File: src/rtl/fmfc_pkg.sv
package fmfc_pkg;

   // ************************************************************
   // Clock and time base
   // ************************************************************
   localparam int CLK_PERIOD_NS = 4;
   localparam int MS_NS         = 1000000;
   localparam int MS_CYCLES     = MS_NS / CLK_PERIOD_NS;

   // Longest on-time, rounded down
   localparam int MAX_ON_NS     = 55000;
   localparam int MAX_ON_CYCLES = MAX_ON_NS / CLK_PERIOD_NS;

   // Lowest switching rate, longest period rounded down
   localparam int MIN_FREQ_KHZ      = 25;
   localparam int MAX_PERIOD_CYCLES = MS_NS / (MIN_FREQ_KHZ * CLK_PERIOD_NS);

   // Highest switching rate, least period rounded up
   localparam int MAX_FREQ_KHZ      = 125;
   localparam int MIN_PERIOD_CYCLES =
      (MS_NS + MAX_FREQ_KHZ * CLK_PERIOD_NS - 1) / (MAX_FREQ_KHZ * CLK_PERIOD_NS);

   // Grounding time of the mains sense pin per sample, rounded up
   localparam int SAMPLE_NS     = 8000;
   localparam int SAMPLE_CYCLES = (SAMPLE_NS + CLK_PERIOD_NS - 1) / CLK_PERIOD_NS;

   // ************************************************************
   // Millisecond counts (one tick per ms) and overvoltage pulse count
   // ************************************************************
   localparam int BROWNOUT_MS       = 30;
   localparam int PAUSE_MS          = 6;
   localparam int PAUSE_BURST_MS    = 97;
   localparam int NO_SLOPE_MS       = 28;
   localparam int RESTART_MS        = 800;
   localparam int OP_RUN_MS         = 200;
   localparam int OP_START_MS       = 40;
   localparam int PROTECT_FILTER_MS = 3;
   localparam int OVP_PULSES        = 4;

   // ************************************************************
   // Counter widths
   // ************************************************************
   localparam int TICK_W = 18;
   localparam int ON_W   = 14;
   localparam int SMP_W  = 12;
   localparam int MS_W   = 10;

   // ************************************************************
   // Enumerations
   // ************************************************************
   typedef enum logic [3:0] {
      SW_IDLE   = 4'h1,
      SW_ON     = 4'h2,
      SW_DEMAG  = 4'h4,
      SW_VALLEY = 4'h8
   } fmfc_sw_type;

   typedef enum logic [3:0] {
      MODE_QR    = 4'h1,
      MODE_DCM   = 4'h2,
      MODE_FR    = 4'h4,
      MODE_BURST = 4'h8
   } fmfc_mode_type;

   typedef enum logic [1:0] {
      SECT_INPUT  = 2'h0,
      SECT_DEMAG  = 2'h1,
      SECT_OUTPUT = 2'h2,
      SECT_VALLEY = 2'h3
   } fmfc_sect_type;

   // ************************************************************
   // State of the controller
   // ************************************************************
   typedef struct packed {
      fmfc_sw_type   sw;
      fmfc_mode_type mode;
      fmfc_sect_type section;
      logic [TICK_W-1:0] tick_cnt;
      logic              tick;
      logic [ON_W-1:0]   on_cnt;
      logic [ON_W-1:0]   per_cnt;
      logic              skip;
      logic              dm_seen;
      logic              smp_busy;
      logic [SMP_W-1:0]  smp_cnt;
      logic              prev_bi;
      logic              prev_hi;
      logic              mains_ok;
      logic              disc;
      logic [6:0]        pause_cnt;
      logic [4:0]        bo_cnt;
      logic [4:0]        nodv_cnt;
      logic              cycle_op;
      logic              op_active;
      logic [7:0]        op_cnt;
      logic              startup;
      logic              ovp_seen;
      logic [2:0]        ovp_cnt;
      logic [1:0]        prot_cnt;
      logic              latched;
      logic              restart;
      logic [MS_W-1:0]   rst_cnt;
      logic              gate;
      logic              hv_pull;
      logic              supply;
      logic              pk_min;
   } fmfc_state_type;

   localparam fmfc_state_type STATE_RESET = '{
      sw: SW_IDLE, mode: MODE_QR, section: SECT_VALLEY, startup: 1'b1, default: '0};

endpackage

File: src/rtl/fmfc_sync.sv
`timescale 1ns/1ns
module fmfc_sync #(
   parameter int WIDTH = 1
) (
   input  wire logic             clk,
   input  wire logic             nrst,
   input  wire logic [WIDTH-1:0] d,
   output logic      [WIDTH-1:0] q
);

   // ************************************************************
   // Two-stage synchroniser
   // ************************************************************
   typedef struct packed {
      logic [WIDTH-1:0] meta;
      logic [WIDTH-1:0] held;
   } fmfc_sync_type;

   fmfc_sync_type st;
   fmfc_sync_type next_st;

   // Shift new level in, first stage read only by second
   always_comb begin
      next_st.meta = d;
      next_st.held = st.meta;
   end

   // Register stages
   always_ff @(posedge clk or negedge nrst) begin
      if (!nrst) begin
         st <= '0;
      end else begin
         st <= next_st;
      end
   end

   assign q = st.held;

endmodule

File: src/rtl/fmfc_ctrl.sv
`timescale 1ns/1ns
// Function
// - Ground mains sense pin once per ms and read mains level.
// - Thirty consecutive 1 ms samples under brownout level stop switching.
// - Switching allowed only after mains rises above brownin level.
// - After mains detected, pause sampling 6 ms, 97 ms in burst.
// - Rising slope when successive samples cross brownin or mains-high level.
// - No slope for 28 ms: disconnected, pin held grounded continuously.
// - Any protection stops switching; type picks restart or latch.
// - Open auxiliary input stops at once, waits, no supply regulation.
// - Internal overtemperature latches at once; external after 2-3 ms filter.
// - Output overvoltage latches only after 4 consecutive confirming pulses.
// - Protect input in band: overvoltage counter clocked by 1 ms tick.
// - Above low reference runs overpower timer; 200 ms latches.
// - Above high reference ends the present gate pulse.
// - Start-up: 100 % cap, 40 ms; after feedback under 5 V, 150 %, 200 ms.
// - Lockout during overpower latches regardless of timer count.
// - Stopped by regulated protection: supply regulated via mains sense pin.
// - Valley mode starts cycle only after demagnetisation and valley.
// - Frequency reduction and burst keep rate at least 25 kHz, minimum peak.
// - Each cycle split into sections giving auxiliary input meaning.
module fmfc_ctrl #(
   parameter int unsigned MS_CYCLES         = fmfc_pkg::MS_CYCLES,
   parameter int unsigned MAX_ON_CYCLES     = fmfc_pkg::MAX_ON_CYCLES,
   parameter int unsigned MAX_PERIOD_CYCLES = fmfc_pkg::MAX_PERIOD_CYCLES
) (
   input  wire logic              clk,
   input  wire logic              nrst,
   input  wire logic              aux_open,
   input  wire logic              aux_demag,
   input  wire logic              aux_valley,
   input  wire logic              aux_ovp,
   input  wire logic              cs_peak,
   input  wire logic              cs_above_high_ref,
   input  wire logic              cs_above_low_ref,
   input  wire logic              hv_above_brownin,
   input  wire logic              hv_above_mains_high,
   input  wire logic              hv_below_brownout,
   input  wire logic              otp_internal,
   input  wire logic              protect_below_det,
   input  wire logic              protect_in_band,
   input  wire logic              ctrl_below_5v,
   input  wire logic              fb_fr_request,
   input  wire logic              fb_burst_request,
   input  wire logic              fb_burst_pause,
   input  wire logic              undervoltage_lockout,
   output logic                   driver_gate,
   output logic                   mains_sense_pull,
   output logic                   mains_supply_reg,
   output fmfc_pkg::fmfc_sect_type aux_section,
   output fmfc_pkg::fmfc_mode_type op_mode,
   output logic                   peak_min_hold,
   output logic                   startup_limit,
   output logic                   mains_ok,
   output logic                   mains_disconnected,
   output logic                   fault_latched,
   output logic                   restart_wait
);

   // ************************************************************
   // Reset release and input synchronisers
   // ************************************************************
   logic [1:0] rst_pipe;
   logic       rst_n;
   logic       s_open;
   logic       s_demag;
   logic       s_valley;
   logic       s_ovp;
   logic       s_peak;
   logic       s_high;
   logic       s_low;
   logic       s_bi;
   logic       s_hi;
   logic       s_bo;
   logic       s_otp;
   logic       s_prot;
   logic       s_band;
   logic       s_ctrl5;
   logic       s_fr;
   logic       s_burst;
   logic       s_pause;
   logic       s_undervoltage_lockout;

   // Reset released through two flip-flops
   always_ff @(posedge clk or negedge nrst) begin
      if (!nrst) begin
         rst_pipe <= 2'h0;
      end else begin
         rst_pipe <= {rst_pipe[0], 1'b1};
      end
   end
   assign rst_n = rst_pipe[1];

   fmfc_sync #(.WIDTH(18)) u_sync (
      .clk  (clk),
      .nrst (rst_n),
      .d    ({aux_open, aux_demag, aux_valley, aux_ovp, cs_peak, cs_above_high_ref,
              cs_above_low_ref, hv_above_brownin, hv_above_mains_high,
              hv_below_brownout, otp_internal, protect_below_det, protect_in_band,
              ctrl_below_5v, fb_fr_request, fb_burst_request, fb_burst_pause,
              undervoltage_lockout}),
      .q    ({s_open, s_demag, s_valley, s_ovp, s_peak, s_high, s_low, s_bi, s_hi,
              s_bo, s_otp, s_prot, s_band, s_ctrl5, s_fr, s_burst, s_pause, s_undervoltage_lockout})
   );

   // ************************************************************
   // Controller state
   // ************************************************************
   localparam int TW = fmfc_pkg::TICK_W;
   localparam int OW = fmfc_pkg::ON_W;
   localparam int SW = fmfc_pkg::SMP_W;
   localparam int MW = fmfc_pkg::MS_W;

   fmfc_pkg::fmfc_state_type st;
   fmfc_pkg::fmfc_state_type next_st;

   // Next state of the whole controller
   always_comb begin
      logic capture;
      logic slope;
      logic lost;
      logic max_on_hit;
      logic ext_otp;
      logic ovp_event;
      logic ovp_trip;
      logic op_trip;
      logic latch_set;
      logic run_ok;
      logic start_ok;
      logic burst_hold;
      capture    = 1'b0;
      slope      = 1'b0;
      lost       = 1'b0;
      max_on_hit = 1'b0;
      ext_otp    = 1'b0;
      ovp_event  = 1'b0;
      ovp_trip   = 1'b0;
      op_trip    = 1'b0;
      latch_set  = 1'b0;
      run_ok     = 1'b0;
      start_ok   = 1'b0;
      burst_hold = 1'b0;
      next_st    = st;

      // 1 ms tick divider
      next_st.tick = 1'b0;
      if (st.tick_cnt == TW'(MS_CYCLES - 1)) begin
         next_st.tick_cnt = '0;
         next_st.tick     = 1'b1;
      end else begin
         next_st.tick_cnt = st.tick_cnt + 1'b1;
      end

      // Mains sampling window, one per tick unless paused
      if (st.smp_busy) begin
         next_st.smp_cnt = st.smp_cnt + 1'b1;
         if (st.smp_cnt == SW'(fmfc_pkg::SAMPLE_CYCLES - 1)) begin
            capture          = 1'b1;
            next_st.smp_busy = 1'b0;
         end
      end else if (st.tick && st.pause_cnt == 7'h00) begin
         next_st.smp_busy = 1'b1;
         next_st.smp_cnt  = '0;
      end
      if (st.tick && st.pause_cnt != 7'h00) begin
         next_st.pause_cnt = st.pause_cnt - 1'b1;
      end

      // Mains level evaluation at end of sample
      slope = capture && ((!st.prev_bi && s_bi) || (!st.prev_hi && s_hi));
      if (capture) begin
         next_st.prev_bi = s_bi;
         next_st.prev_hi = s_hi;
         if (s_bi && (!st.disc || slope)) begin
            next_st.mains_ok = 1'b1;
         end
         if (!s_bo) begin
            next_st.bo_cnt = 5'h00;
         end else if (st.bo_cnt != 5'(fmfc_pkg::BROWNOUT_MS - 1)) begin
            next_st.bo_cnt = st.bo_cnt + 1'b1;
         end else begin
            lost             = st.mains_ok;
            next_st.mains_ok = 1'b0;
         end
      end

      // Slope pause and disconnect watchdog
      if (slope) begin
         next_st.nodv_cnt  = 5'h00;
         next_st.disc      = 1'b0;
         next_st.pause_cnt = (st.mode == fmfc_pkg::MODE_BURST) ?
                             7'(fmfc_pkg::PAUSE_BURST_MS) : 7'(fmfc_pkg::PAUSE_MS);
      end else if (st.tick && st.pause_cnt == 7'h00 && !st.disc) begin
         if (st.nodv_cnt == 5'(fmfc_pkg::NO_SLOPE_MS - 1)) begin
            next_st.disc     = 1'b1;
            next_st.mains_ok = 1'b0;
            lost             = 1'b1;
         end else begin
            next_st.nodv_cnt = st.nodv_cnt + 1'b1;
         end
      end
      next_st.hv_pull = next_st.smp_busy || next_st.disc;

      // External overtemperature filter on ticks
      if (!s_prot) begin
         next_st.prot_cnt = 2'h0;
      end else if (st.tick) begin
         if (st.prot_cnt == 2'(fmfc_pkg::PROTECT_FILTER_MS - 1)) begin
            ext_otp = 1'b1;
         end else begin
            next_st.prot_cnt = st.prot_cnt + 1'b1;
         end
      end

      // Overvoltage counter, driver pulses or ticks
      ovp_event = s_band ? st.tick :
                  (st.sw == fmfc_pkg::SW_DEMAG && st.dm_seen && !s_demag);
      if (ovp_event) begin
         next_st.ovp_seen = 1'b0;
         if (!st.ovp_seen) begin
            next_st.ovp_cnt = 3'h0;
         end else if (st.ovp_cnt == 3'(fmfc_pkg::OVP_PULSES - 1)) begin
            ovp_trip = 1'b1;
         end else begin
            next_st.ovp_cnt = st.ovp_cnt + 1'b1;
         end
      end
      if (st.sw == fmfc_pkg::SW_DEMAG && s_demag && s_ovp) begin
         next_st.ovp_seen = 1'b1;
      end

      // Overpower timer on ticks, limit by start-up state
      if (st.tick) begin
         if (!st.op_active) begin
            next_st.op_cnt = 8'h00;
         end else if (st.op_cnt == (st.startup ? 8'(fmfc_pkg::OP_START_MS - 1) :
                                    8'(fmfc_pkg::OP_RUN_MS - 1))) begin
            op_trip = 1'b1;
         end else begin
            next_st.op_cnt = st.op_cnt + 1'b1;
         end
      end

      // Protection manager: clear by mains loss, set wins
      max_on_hit = (st.sw == fmfc_pkg::SW_ON) && st.on_cnt == OW'(MAX_ON_CYCLES - 1);
      latch_set  = s_otp || ext_otp || ovp_trip || op_trip ||
                   (s_undervoltage_lockout && st.op_active);
      if (lost) begin
         next_st.latched = 1'b0;
         next_st.restart = 1'b0;
      end
      if (st.restart && st.tick) begin
         if (st.rst_cnt == MW'(fmfc_pkg::RESTART_MS - 1)) begin
            next_st.restart = 1'b0;
         end else begin
            next_st.rst_cnt = st.rst_cnt + 1'b1;
         end
      end
      if (latch_set) begin
         next_st.latched = 1'b1;
      end
      if (max_on_hit) begin
         next_st.restart = 1'b1;
         next_st.rst_cnt = '0;
      end
      run_ok = next_st.mains_ok && !next_st.latched && !next_st.restart &&
               !s_open && !s_undervoltage_lockout;
      next_st.supply = !run_ok && !s_open;
      if (!run_ok) begin
         next_st.startup = 1'b1;
      end else if (st.gate && s_ctrl5) begin
         next_st.startup = 1'b0;
      end

      // Switching cycle sequencer
      burst_hold = s_burst && s_pause;
      start_ok   = 1'b0;
      case (st.sw)
         fmfc_pkg::SW_IDLE: begin
            next_st.section = fmfc_pkg::SECT_VALLEY;
            start_ok        = !burst_hold;
         end
         fmfc_pkg::SW_ON: begin
            next_st.on_cnt = st.on_cnt + 1'b1;
            if (st.per_cnt != OW'(MAX_PERIOD_CYCLES - 1)) begin
               next_st.per_cnt = st.per_cnt + 1'b1;
            end
            if (s_low) begin
               next_st.cycle_op = 1'b1;
            end
            if (s_peak || s_high) begin
               next_st.gate    = 1'b0;
               next_st.sw      = fmfc_pkg::SW_DEMAG;
               next_st.dm_seen = 1'b0;
               next_st.section = fmfc_pkg::SECT_DEMAG;
            end
         end
         fmfc_pkg::SW_DEMAG: begin
            if (st.per_cnt != OW'(MAX_PERIOD_CYCLES - 1)) begin
               next_st.per_cnt = st.per_cnt + 1'b1;
            end
            if (s_demag) begin
               next_st.dm_seen = 1'b1;
               next_st.section = fmfc_pkg::SECT_OUTPUT;
            end else if (st.dm_seen) begin
               next_st.sw        = fmfc_pkg::SW_VALLEY;
               next_st.section   = fmfc_pkg::SECT_VALLEY;
               next_st.op_active = st.cycle_op;
            end
         end
         fmfc_pkg::SW_VALLEY: begin
            if (st.per_cnt != OW'(MAX_PERIOD_CYCLES - 1)) begin
               next_st.per_cnt = st.per_cnt + 1'b1;
            end
            if (s_valley && st.per_cnt < OW'(fmfc_pkg::MIN_PERIOD_CYCLES - 1)) begin
               next_st.skip = 1'b1;
            end
            if (burst_hold) begin
               next_st.sw = fmfc_pkg::SW_IDLE;
            end else if (s_valley && st.per_cnt >= OW'(fmfc_pkg::MIN_PERIOD_CYCLES - 1)) begin
               start_ok = 1'b1;
            end else if ((st.mode == fmfc_pkg::MODE_FR || st.mode == fmfc_pkg::MODE_BURST)
                         && st.per_cnt == OW'(MAX_PERIOD_CYCLES - 1)) begin
               start_ok = 1'b1;
            end
         end
         default: begin
            next_st.sw   = fmfc_pkg::SW_IDLE;
            next_st.gate = 1'b0;
         end
      endcase

      // New cycle: pick mode, raise gate
      if (start_ok && run_ok && !max_on_hit) begin
         next_st.sw       = fmfc_pkg::SW_ON;
         next_st.gate     = 1'b1;
         next_st.section  = fmfc_pkg::SECT_INPUT;
         next_st.on_cnt   = '0;
         next_st.per_cnt  = '0;
         next_st.cycle_op = 1'b0;
         next_st.skip     = 1'b0;
         if (s_burst) begin
            next_st.mode = fmfc_pkg::MODE_BURST;
         end else if (s_fr) begin
            next_st.mode = fmfc_pkg::MODE_FR;
         end else if (st.skip) begin
            next_st.mode = fmfc_pkg::MODE_DCM;
         end else begin
            next_st.mode = fmfc_pkg::MODE_QR;
         end
      end
      next_st.pk_min = (next_st.mode == fmfc_pkg::MODE_FR) ||
                       (next_st.mode == fmfc_pkg::MODE_BURST);

      // Any stop holds the driver low at once
      if (!run_ok || max_on_hit) begin
         next_st.sw        = fmfc_pkg::SW_IDLE;
         next_st.gate      = 1'b0;
         next_st.section   = fmfc_pkg::SECT_VALLEY;
         next_st.op_active = 1'b0;
      end
   end

   // Register the controller state
   always_ff @(posedge clk or negedge rst_n) begin
      if (!rst_n) begin
         st <= fmfc_pkg::STATE_RESET;
      end else begin
         st <= next_st;
      end
   end

   // ************************************************************
   // Outputs
   // ************************************************************
   assign driver_gate        = st.gate;
   assign mains_sense_pull   = st.hv_pull;
   assign mains_supply_reg   = st.supply;
   assign aux_section        = st.section;
   assign op_mode            = st.mode;
   assign peak_min_hold      = st.pk_min;
   assign startup_limit      = st.startup;
   assign mains_ok           = st.mains_ok;
   assign mains_disconnected = st.disc;
   assign fault_latched      = st.latched;
   assign restart_wait       = st.restart;

endmodule

File: config.mk
export PLATFORM = sky130hd
export DESIGN_NAME = fmfc_ctrl
export DESIGN_NICKNAME = d
export VERILOG_FILES = /design/src/rtl/fmfc_pkg.sv /design/src/rtl/fmfc_sync.sv /design/src/rtl/fmfc_ctrl.sv
export SDC_FILE = /design/constraint.sdc
export NUM_CORES = 1
export LEC_CHECK = 0
export ABC_CLOCK_PERIOD_IN_PS = 12000
export BUFFER_PORTS_ARGS = -buffer_cell sky130_fd_sc_hd__buf_2
export CORE_MARGIN = 5
export CORE_UTILIZATION = 45
export CTS_CLUSTER_DIAMETER = 120
export CTS_CLUSTER_SIZE = 14
export DETAILED_ROUTE_END_ITERATION = 16
export PLACE_DENSITY = 0.6
export SYNTH_ARGS = -nofsm -noshare
export SYNTH_HDL_FRONTEND = slang
export SYNTH_HIERARCHICAL = 1
export SYNTH_SLANG_ARGS = --single-unit
File: constraint.sdc
create_clock -name clk -period 12 [get_ports clk]
set_input_delay 3.6 -clock clk [delete_from_list [all_inputs] [get_ports clk]]
set_output_delay 3.6 -clock clk [all_outputs]
set_load 0.01 [all_outputs]
==> results by group, run 1 <==
Synth
  – Yosys warning count: 6
  – Post-synth top flop: dfrtp_1
  – Synth area leaders: dfrtp_1, nor2_1, xor2_1
  – Asr flop ratio synth: 100.0%
  – Post-synth top area cell: dfrtp_1
  – Cells after Synth: 707
  – Adder-Cell Fraction of Synth Area: 2.375%
  – Net Count, Synth: 741
  – Register area share after synthesis: 55.73%
  – Post-Synth XOR/XNOR Area: 7.601%
  – Top cell type's share of synthesized area: 53.95%
  – Synth Area in Simple Gates: 22.11%
  – Synthesis-stage register bit count: 164
  – Compound-Gate Fraction of Synth Area: 7.669%
  – Post-synth EDFFs: 0
  – Syn_area_per_cell: 10.43 um2
  – Mux share of post-synthesis cell area: 1.697%
  – Mapped Area: 0.007375 mm2
  – Largest family of logic cells by synthesized area: simple AND/OR/NAND/NOR gates
  – Synth cell types: 58

Die
  – FP Rows: 46
  – I/O Pins: 35
  – DIE AREA: 0.01905 mm2
  – Die width: 138.0 um
  – Die Height: 138.0 um
  – Initial core utilization: 46.09%
  – CORE AREA: 0.01600 mm2

Timing
  – Minimum clock period: 4693 ps
  – Max-slew violation total from the final report: 0
  – Tcrit/Tclk final: 39.11%
  – Worst hold slack: 347.8 ps
  – Finish-stage setup viols: 0
  – Setup TNS: 0 ps
  – Skew final: 10.51 ps
  – Hold Fails Final Rpt: 0
  – Worst-Margin Slew: 1068 ps
  – Worst slew margin: 28.25%
  – Final WS setup: 7307 ps
  – Fmax: 213.1 MHz
  – RSZ-0062 raised after global routing: no

Drt
  – Routed len/inst: 14.64 um
  – Total iterations of the first detailed-routing run: 4
  – DR iter-0 viols: 305
  – Residual DRC: 0
  – Via density per instance: 5.311
  – Antenna Violating Nets Remaining: 0
  – Vias: 5162
  – Aggregate routed wire length: 14230 um

Final layout
  – Ant diodes: 0
  – Syn-to-layout area delta: 12.95%
  – Register with the most flip-flops: st
  – Post-layout util: 52.06%
  – Fraction of layout cells with a size suffix above 1: 11.64%
  – Fin nets: 777
  – Largest register FFs: 111

Setup path
  – Critical path arrival: 1090 ps
  – CP top delay family: flip-flops
  – WP buf/inv: 1
  – Critical path peak fanout: 4
  – Worst path cell trace: buf_2
  – Reg2reg start: st[58]
  – Slowest stage delay, CP: 550 ps
  – Critical Path Sink Type: output port
  – Worst r2r dst: op_mode[3]
  – Critical path data required time: 8400 ps
  – Register-to-Register Path Depth: 7
  – Slowest-stage cell, CP: dfstp_2
  – CP startpoint kind: flip-flop
  – Reg2Reg Setup Slack: 8440 ps
  – WS Path Type: reg2out

CTS
  – Clock Path Buffers: 2
  – Cts bufs inserted: 17
  – Setup Fix Bufs, Post-CTS: 0
  – CTS Hold Bufs: 0
  – H-Tree Depth: 4
  – CTS tree: built
  – Clock sinks: 164
  – Worst skew pair latency: 420 ps
  – PostCTS Resize Cnt: 0
  – Root Driver: clkbuf_16
  – CTS clk-pin slew, worst paths: 60 ps

Pwr
  – VDD IR max: 0.0001318 V
  – Static Leak: 0.003787 uW
  – Cell Pwr Density: 133.4 mW/mm2

Place
  – Final Wtd Congestion: 0.8307
  – DP Worst Slack: 7739 ps
  – Port-buffer cells: 34
  – DP Wirelength: 9807 um

Flow run
  – Max Cap Viol: 0

Global route
  – First-pass GRT wire length: 24090 um
  – Global route overflow: 0
  – Total GRT Usage: 15.17%
  – Largest net degree at the start of global routing: 85
  – Initial antenna violation count: 0
  – Vias in the first global route: 5162

Worst hold path
  – Hold crit path type: reg2reg
  – WHS Endpoint: u_sync/q[6]
  – Min-delay src: u_sync/next_st[6]
  – Hold Path Depth: 0

Status
  – Status: finished clean
-- worst max-delay path by stage --
stage | end | startpoint | cells after the start | slack (ps)
6_report | startup_limit | startup_limit | 1 | 7310
2_1_floorplan | driver_gate | rst_pipe[1] | 0 | 7100
4_1_cts | startup_limit | startup_limit | 1 | 7270
5_1_grt | startup_limit | startup_limit | 1 | 7250
3_3_place_gp | startup_limit | startup_limit | 1 | 7740
3_5_place_dp | startup_limit | startup_limit | 1 | 7740
-- final cells by class --
| class | count | area (um2) |
|---|---|---|
| sequential | 164 | 4114 |
| tap | 216 | 270.3 |
| multi-input combinational | 496 | 3060 |
| fill | 1424 | 7671 |
| inverter | 25 | 93.84 |
| clock buffer | 24 | 481.7 |
| clock inverter | 8 | 101.3 |
| timing repair buffer | 39 | 207.7 |
-- layer usage --
metal  GRT usage [%]  part of all wire [%]  vias to the layer above  wire, um
met1           19.67                    49                     2548      6919
met2           24.49                    47                       86      6635
li1                -                     -                     2513         -
met3           4.310                   3.5                       15       497
met5               0                     0                        -         0
met4           5.408                   1.2                        0       176
-- cells in the final DEF, fill, tap and decap left out, types with 6 or more instances in the layout --
| cell | netlist | routed |
|---|---|---|
| a21oi_1 | 12 | 12 |
| ha_1 | 14 | 14 |
| o21ai_0 | 29 | 29 |
| nand2b_1 | 7 | 7 |
| clkbuf_16 | 0 | 17 |
| and3_1 | 16 | 16 |
| nand2_1 | 75 | 75 |
| and2_1 | 6 | 6 |
| a21o_1 | 6 | 6 |
| nand3_1 | 38 | 38 |
| xor2_1 | 33 | 33 |
| xnor2_1 | 31 | 31 |
| nor3_1 | 13 | 13 |
| buf_2 | 4 | 34 |
| dfrtp_1 | 159 | 158 |
| mux2i_1 | 8 | 8 |
| nand4_1 | 23 | 23 |
| nor4b_1 | 7 | 7 |
| a31oi_1 | 6 | 6 |
| nor2_1 | 89 | 89 |
| inv_1 | 25 | 25 |
| nor2b_1 | 9 | 9 |
-- cell usage after synthesis (13+ instances only) --
library cell    n
nor3_1         13
nand3_1        38
nor2_1         89
and3_1         16
xor2_1         33
nand2_1        75
inv_1          25
nand4_1        23
dfrtp_1       159
o21ai_0        29
ha_1           14
xnor2_1        31
-- power by group --
group          switching [uW]  internal, uW  total [uW]  leakage, uW
logic                    8.06          3.58        11.6      0.00134
registers                8.60           560         568      0.00217
clock network             208           323         531     0.000276
-- per-stage QoR --
stage / area, um2 / power (uW) / std cells
2_1_floorplan: 7375 / 581.8 / 707
3_3_place_gp: 7746 / 590.6 / 940
3_5_place_dp: 7746 / 591.1 / 940
4_1_cts: 8329 / 1130 / 972
5_1_grt: 8329 / 1153 / 972
6_report: 8329 / 1111 / 972
-- cell families (layout without fill, tap and decap cells) --
group | Yosys count | after routing
and+or+nand+nor | 319 | 319
adders and majority gates | 14 | 14
other | 1 | 1
buffers and inverters | 47 | 96
xor gates and xnor gates | 64 | 64
AOI/OAI and AO/OA | 86 | 86
DFF | 164 | 164
muxes | 12 | 12
Power figures use the tool's default switching activity.
==> run 2: changes to the inputs <==
- ABC_CLOCK_PERIOD_IN_PS: 12000 -> 4300
- PLACE_DENSITY: 0.6 -> 0.63
- clock period: 12 -> 4.3 ns (I/O delays scaled with it)
==> results by group, run 2 (synthesized netlist as in run 1, its figures left out) <==
Setup path
  – WS Path Type: reg2reg (was reg2out)
  – Critical Path Sink Type: flip-flop (was output port)
  – Register-to-Register Path Depth: 7 (unchanged)
  – Slowest stage delay, CP: 620 ps (was 550 ps)
  – Critical path data required time: 4610 ps (was 8400 ps)
  – Crit path depth: 7 (was 1)
  – CP startpoint: st[58] (was startup_limit)
  – Worst r2r dst: op_mode[2] (was op_mode[3])
  – Slowest-stage cell, CP: or4b_1 (was dfstp_2)
  – CP top delay family: simple AND/OR/NAND/NOR gates (was flip-flops)
  – CP startpoint kind: flip-flop (unchanged)
  – Reg2reg start: st[58] (unchanged)
  – WP buf/inv: 1 (unchanged)
  – Reg2Reg Setup Slack: 790 ps (was 8440 ps)
  – Critical path arrival: 3820 ps (was 1090 ps)
  – Worst path cell trace: or4b_1 > or4_1 > o31a_1 > a211o_1 > nor4_4 > buf_4 > mux2_2 (was buf_2)
  – Critical path endpoint: op_mode[2] (was startup_limit)
  – Critical path peak fanout: 35 (was 4)

Final layout
  – Commonest cells after routing, fill and taps aside: dfrtp_1, nor2_1, nand2_1 (unchanged)
  – Largest register FFs: 111 (unchanged)
  – Fraction of layout cells with a size suffix above 1: 12.29% (was 11.64%)
  – Ant diodes: 0 (unchanged)
  – Fin nets: 778 (was 777)
  – # fillers: 1453 (was 1424)
  – Register with the most flip-flops: st (unchanged)
  – Post-layout util: 52.30% (was 52.06%)
  – Syn-to-layout area delta: 13.47% (was 12.95%)
  – Commonest non-fill, non-tap cell in the layout: dfrtp_1 (unchanged)

CTS
  – Cts bufs inserted: 17 (unchanged)
  – CTS tree: built (unchanged)
  – Setup Fix Bufs, Post-CTS: 0 (unchanged)
  – CTS clk-pin slew, worst paths: 70 ps (was 60 ps)
  – PostCTS Resize Cnt: 0 (unchanged)
  – Clock Path Buffers: 2 (unchanged)
  – CTS Hold Bufs: 0 (unchanged)
  – Root Driver: clkbuf_16 (unchanged)
  – H-Tree Depth: 4 (unchanged)
  – Worst skew pair latency: 430 ps (was 420 ps)
  – Clock sinks: 164 (unchanged)

Global route
  – Largest net degree at the start of global routing: 87 (was 85)
  – Total GRT Usage: 15.25% (was 15.17%)
  – Initial antenna violation count: 0 (unchanged)
  – Vias in the first global route: 5022 (was 5162)
  – First-pass GRT wire length: 24170 um (was 24090 um)
  – Global route overflow: 0 (unchanged)

Pwr
  – VDD IR max: 0.0002896 V (was 0.0001318 V)
  – Total power: 3158 uW (was 1111 uW)
  – Static Leak: 0.003815 uW (was 0.003787 uW)
  – Cell Pwr Density: 377.4 mW/mm2 (was 133.4 mW/mm2)

Timing
  – Skew final: 10.49 ps (was 10.51 ps)
  – Minimum clock period: 3508 ps
  – Worst-Margin Slew: 1095 ps (was 1068 ps)
  – Hold Fails Final Rpt: 0 (unchanged)
  – Max-slew violation total from the final report: 0 (unchanged)
  – Worst slew margin: 27.02% (was 28.25%)
  – RSZ-0062 raised after global routing: no (unchanged)
  – Fmax: 285.1 MHz
  – Setup TNS: 0 ps (unchanged)
  – Worst hold slack: 347.8 ps (about the same)
  – Tcrit/Tclk final: 81.58%
  – Finish-stage setup viols: 0 (unchanged)

Place
  – Port-buffer cells: 34 (unchanged)
  – DP Wirelength: 9694 um (was 9807 um)
  – Final Wtd Congestion: 0.8707 (was 0.8307)

Die
  – Die width: 138.0 um (unchanged)
  – I/O Pins: 35 (unchanged)
  – DIE AREA: 0.01905 mm2 (unchanged)
  – CORE AREA: 0.01600 mm2 (unchanged)
  – Die Height: 138.0 um (unchanged)
  – Initial core utilization: 46.09% (unchanged)
  – FP Rows: 46 (unchanged)

Drt
  – Total iterations of the first detailed-routing run: 5 (was 4)
  – Vias: 5141 (was 5162)
  – Aggregate routed wire length: 13920 um (was 14230 um)
  – Residual DRC: 0 (unchanged)
  – Antenna Violating Nets Remaining: 0 (unchanged)
  – DR iter-0 viols: 290 (was 305)
  – Via density per instance: 5.284 (was 5.311)
  – Routed len/inst: 14.31 um (was 14.64 um)

Flow run
  – Max Cap Viol: 0 (unchanged)

Status
  – Status: finished clean (unchanged)

Worst hold path
  – Hold crit path type: reg2reg (unchanged)
## run 2: how the worst min path moves through the flow
stage,depth (start not counted),slack [ps],end,start
after floorplan,0,330,rst_pipe[1],rst_pipe[0]
after global placement,0,330,u_sync/q[17],u_sync/next_st[17]
after detailed placement,0,330,u_sync/q[13],u_sync/next_st[13]
after CTS,0,350,u_sync/q[13],u_sync/next_st[13]
after global routing,0,360,u_sync/q[17],u_sync/next_st[17]
final,0,350,u_sync/q[6],u_sync/next_st[6]
## run 2: layout make-up
| cell class | instances | area [um2] | share of cell area [%] |
|---|---|---|---|
| clock inverter | 14 | 162.7 | 1.944 |
| timing repair buffer | 40 | 227.7 | 2.721 |
| inverter | 25 | 93.84 | 1.121 |
| multi-input combinational | 496 | 3060 | 36.57 |
| clock buffer | 18 | 439.2 | 5.248 |
| tap | 216 | 270.3 | 3.230 |
| sequential | 164 | 4114 | 49.16 |
## run 2: power by group
part           leakage [uW]  total, uW  switching (uW)  internal, uW
logic               0.00135       32.9            21.6          11.3
clock network      0.000295       1540             653           887
registers           0.00217       1590            23.9          1560
total               0.00382       3160             698          2460
## run 2: stage by stage
| step | worst slack (ps) | std cells | area, um2 |
|---|---|---|---|
| floorplan | 1211 | 707 | 7376 |
| global placement | 892.0 | 941 | 7766 |
| detailed placement | 794.3 | 941 | 7766 |
| CTS | 796.4 | 973 | 8368 |
| global route | 633.0 | 973 | 8368 |
| finish | 792.0 | 973 | 8368 |
## run 2: routing by layer
metal  global-route usage [%]  up-vias  part of all wire, %
met1                    20.47     2522                   47
met5                        0        -                    0
met2                    24.05       77                   48
met3                    3.931       20                  3.5
met4                    5.564        0                  1.6
li1                         -     2522                    -
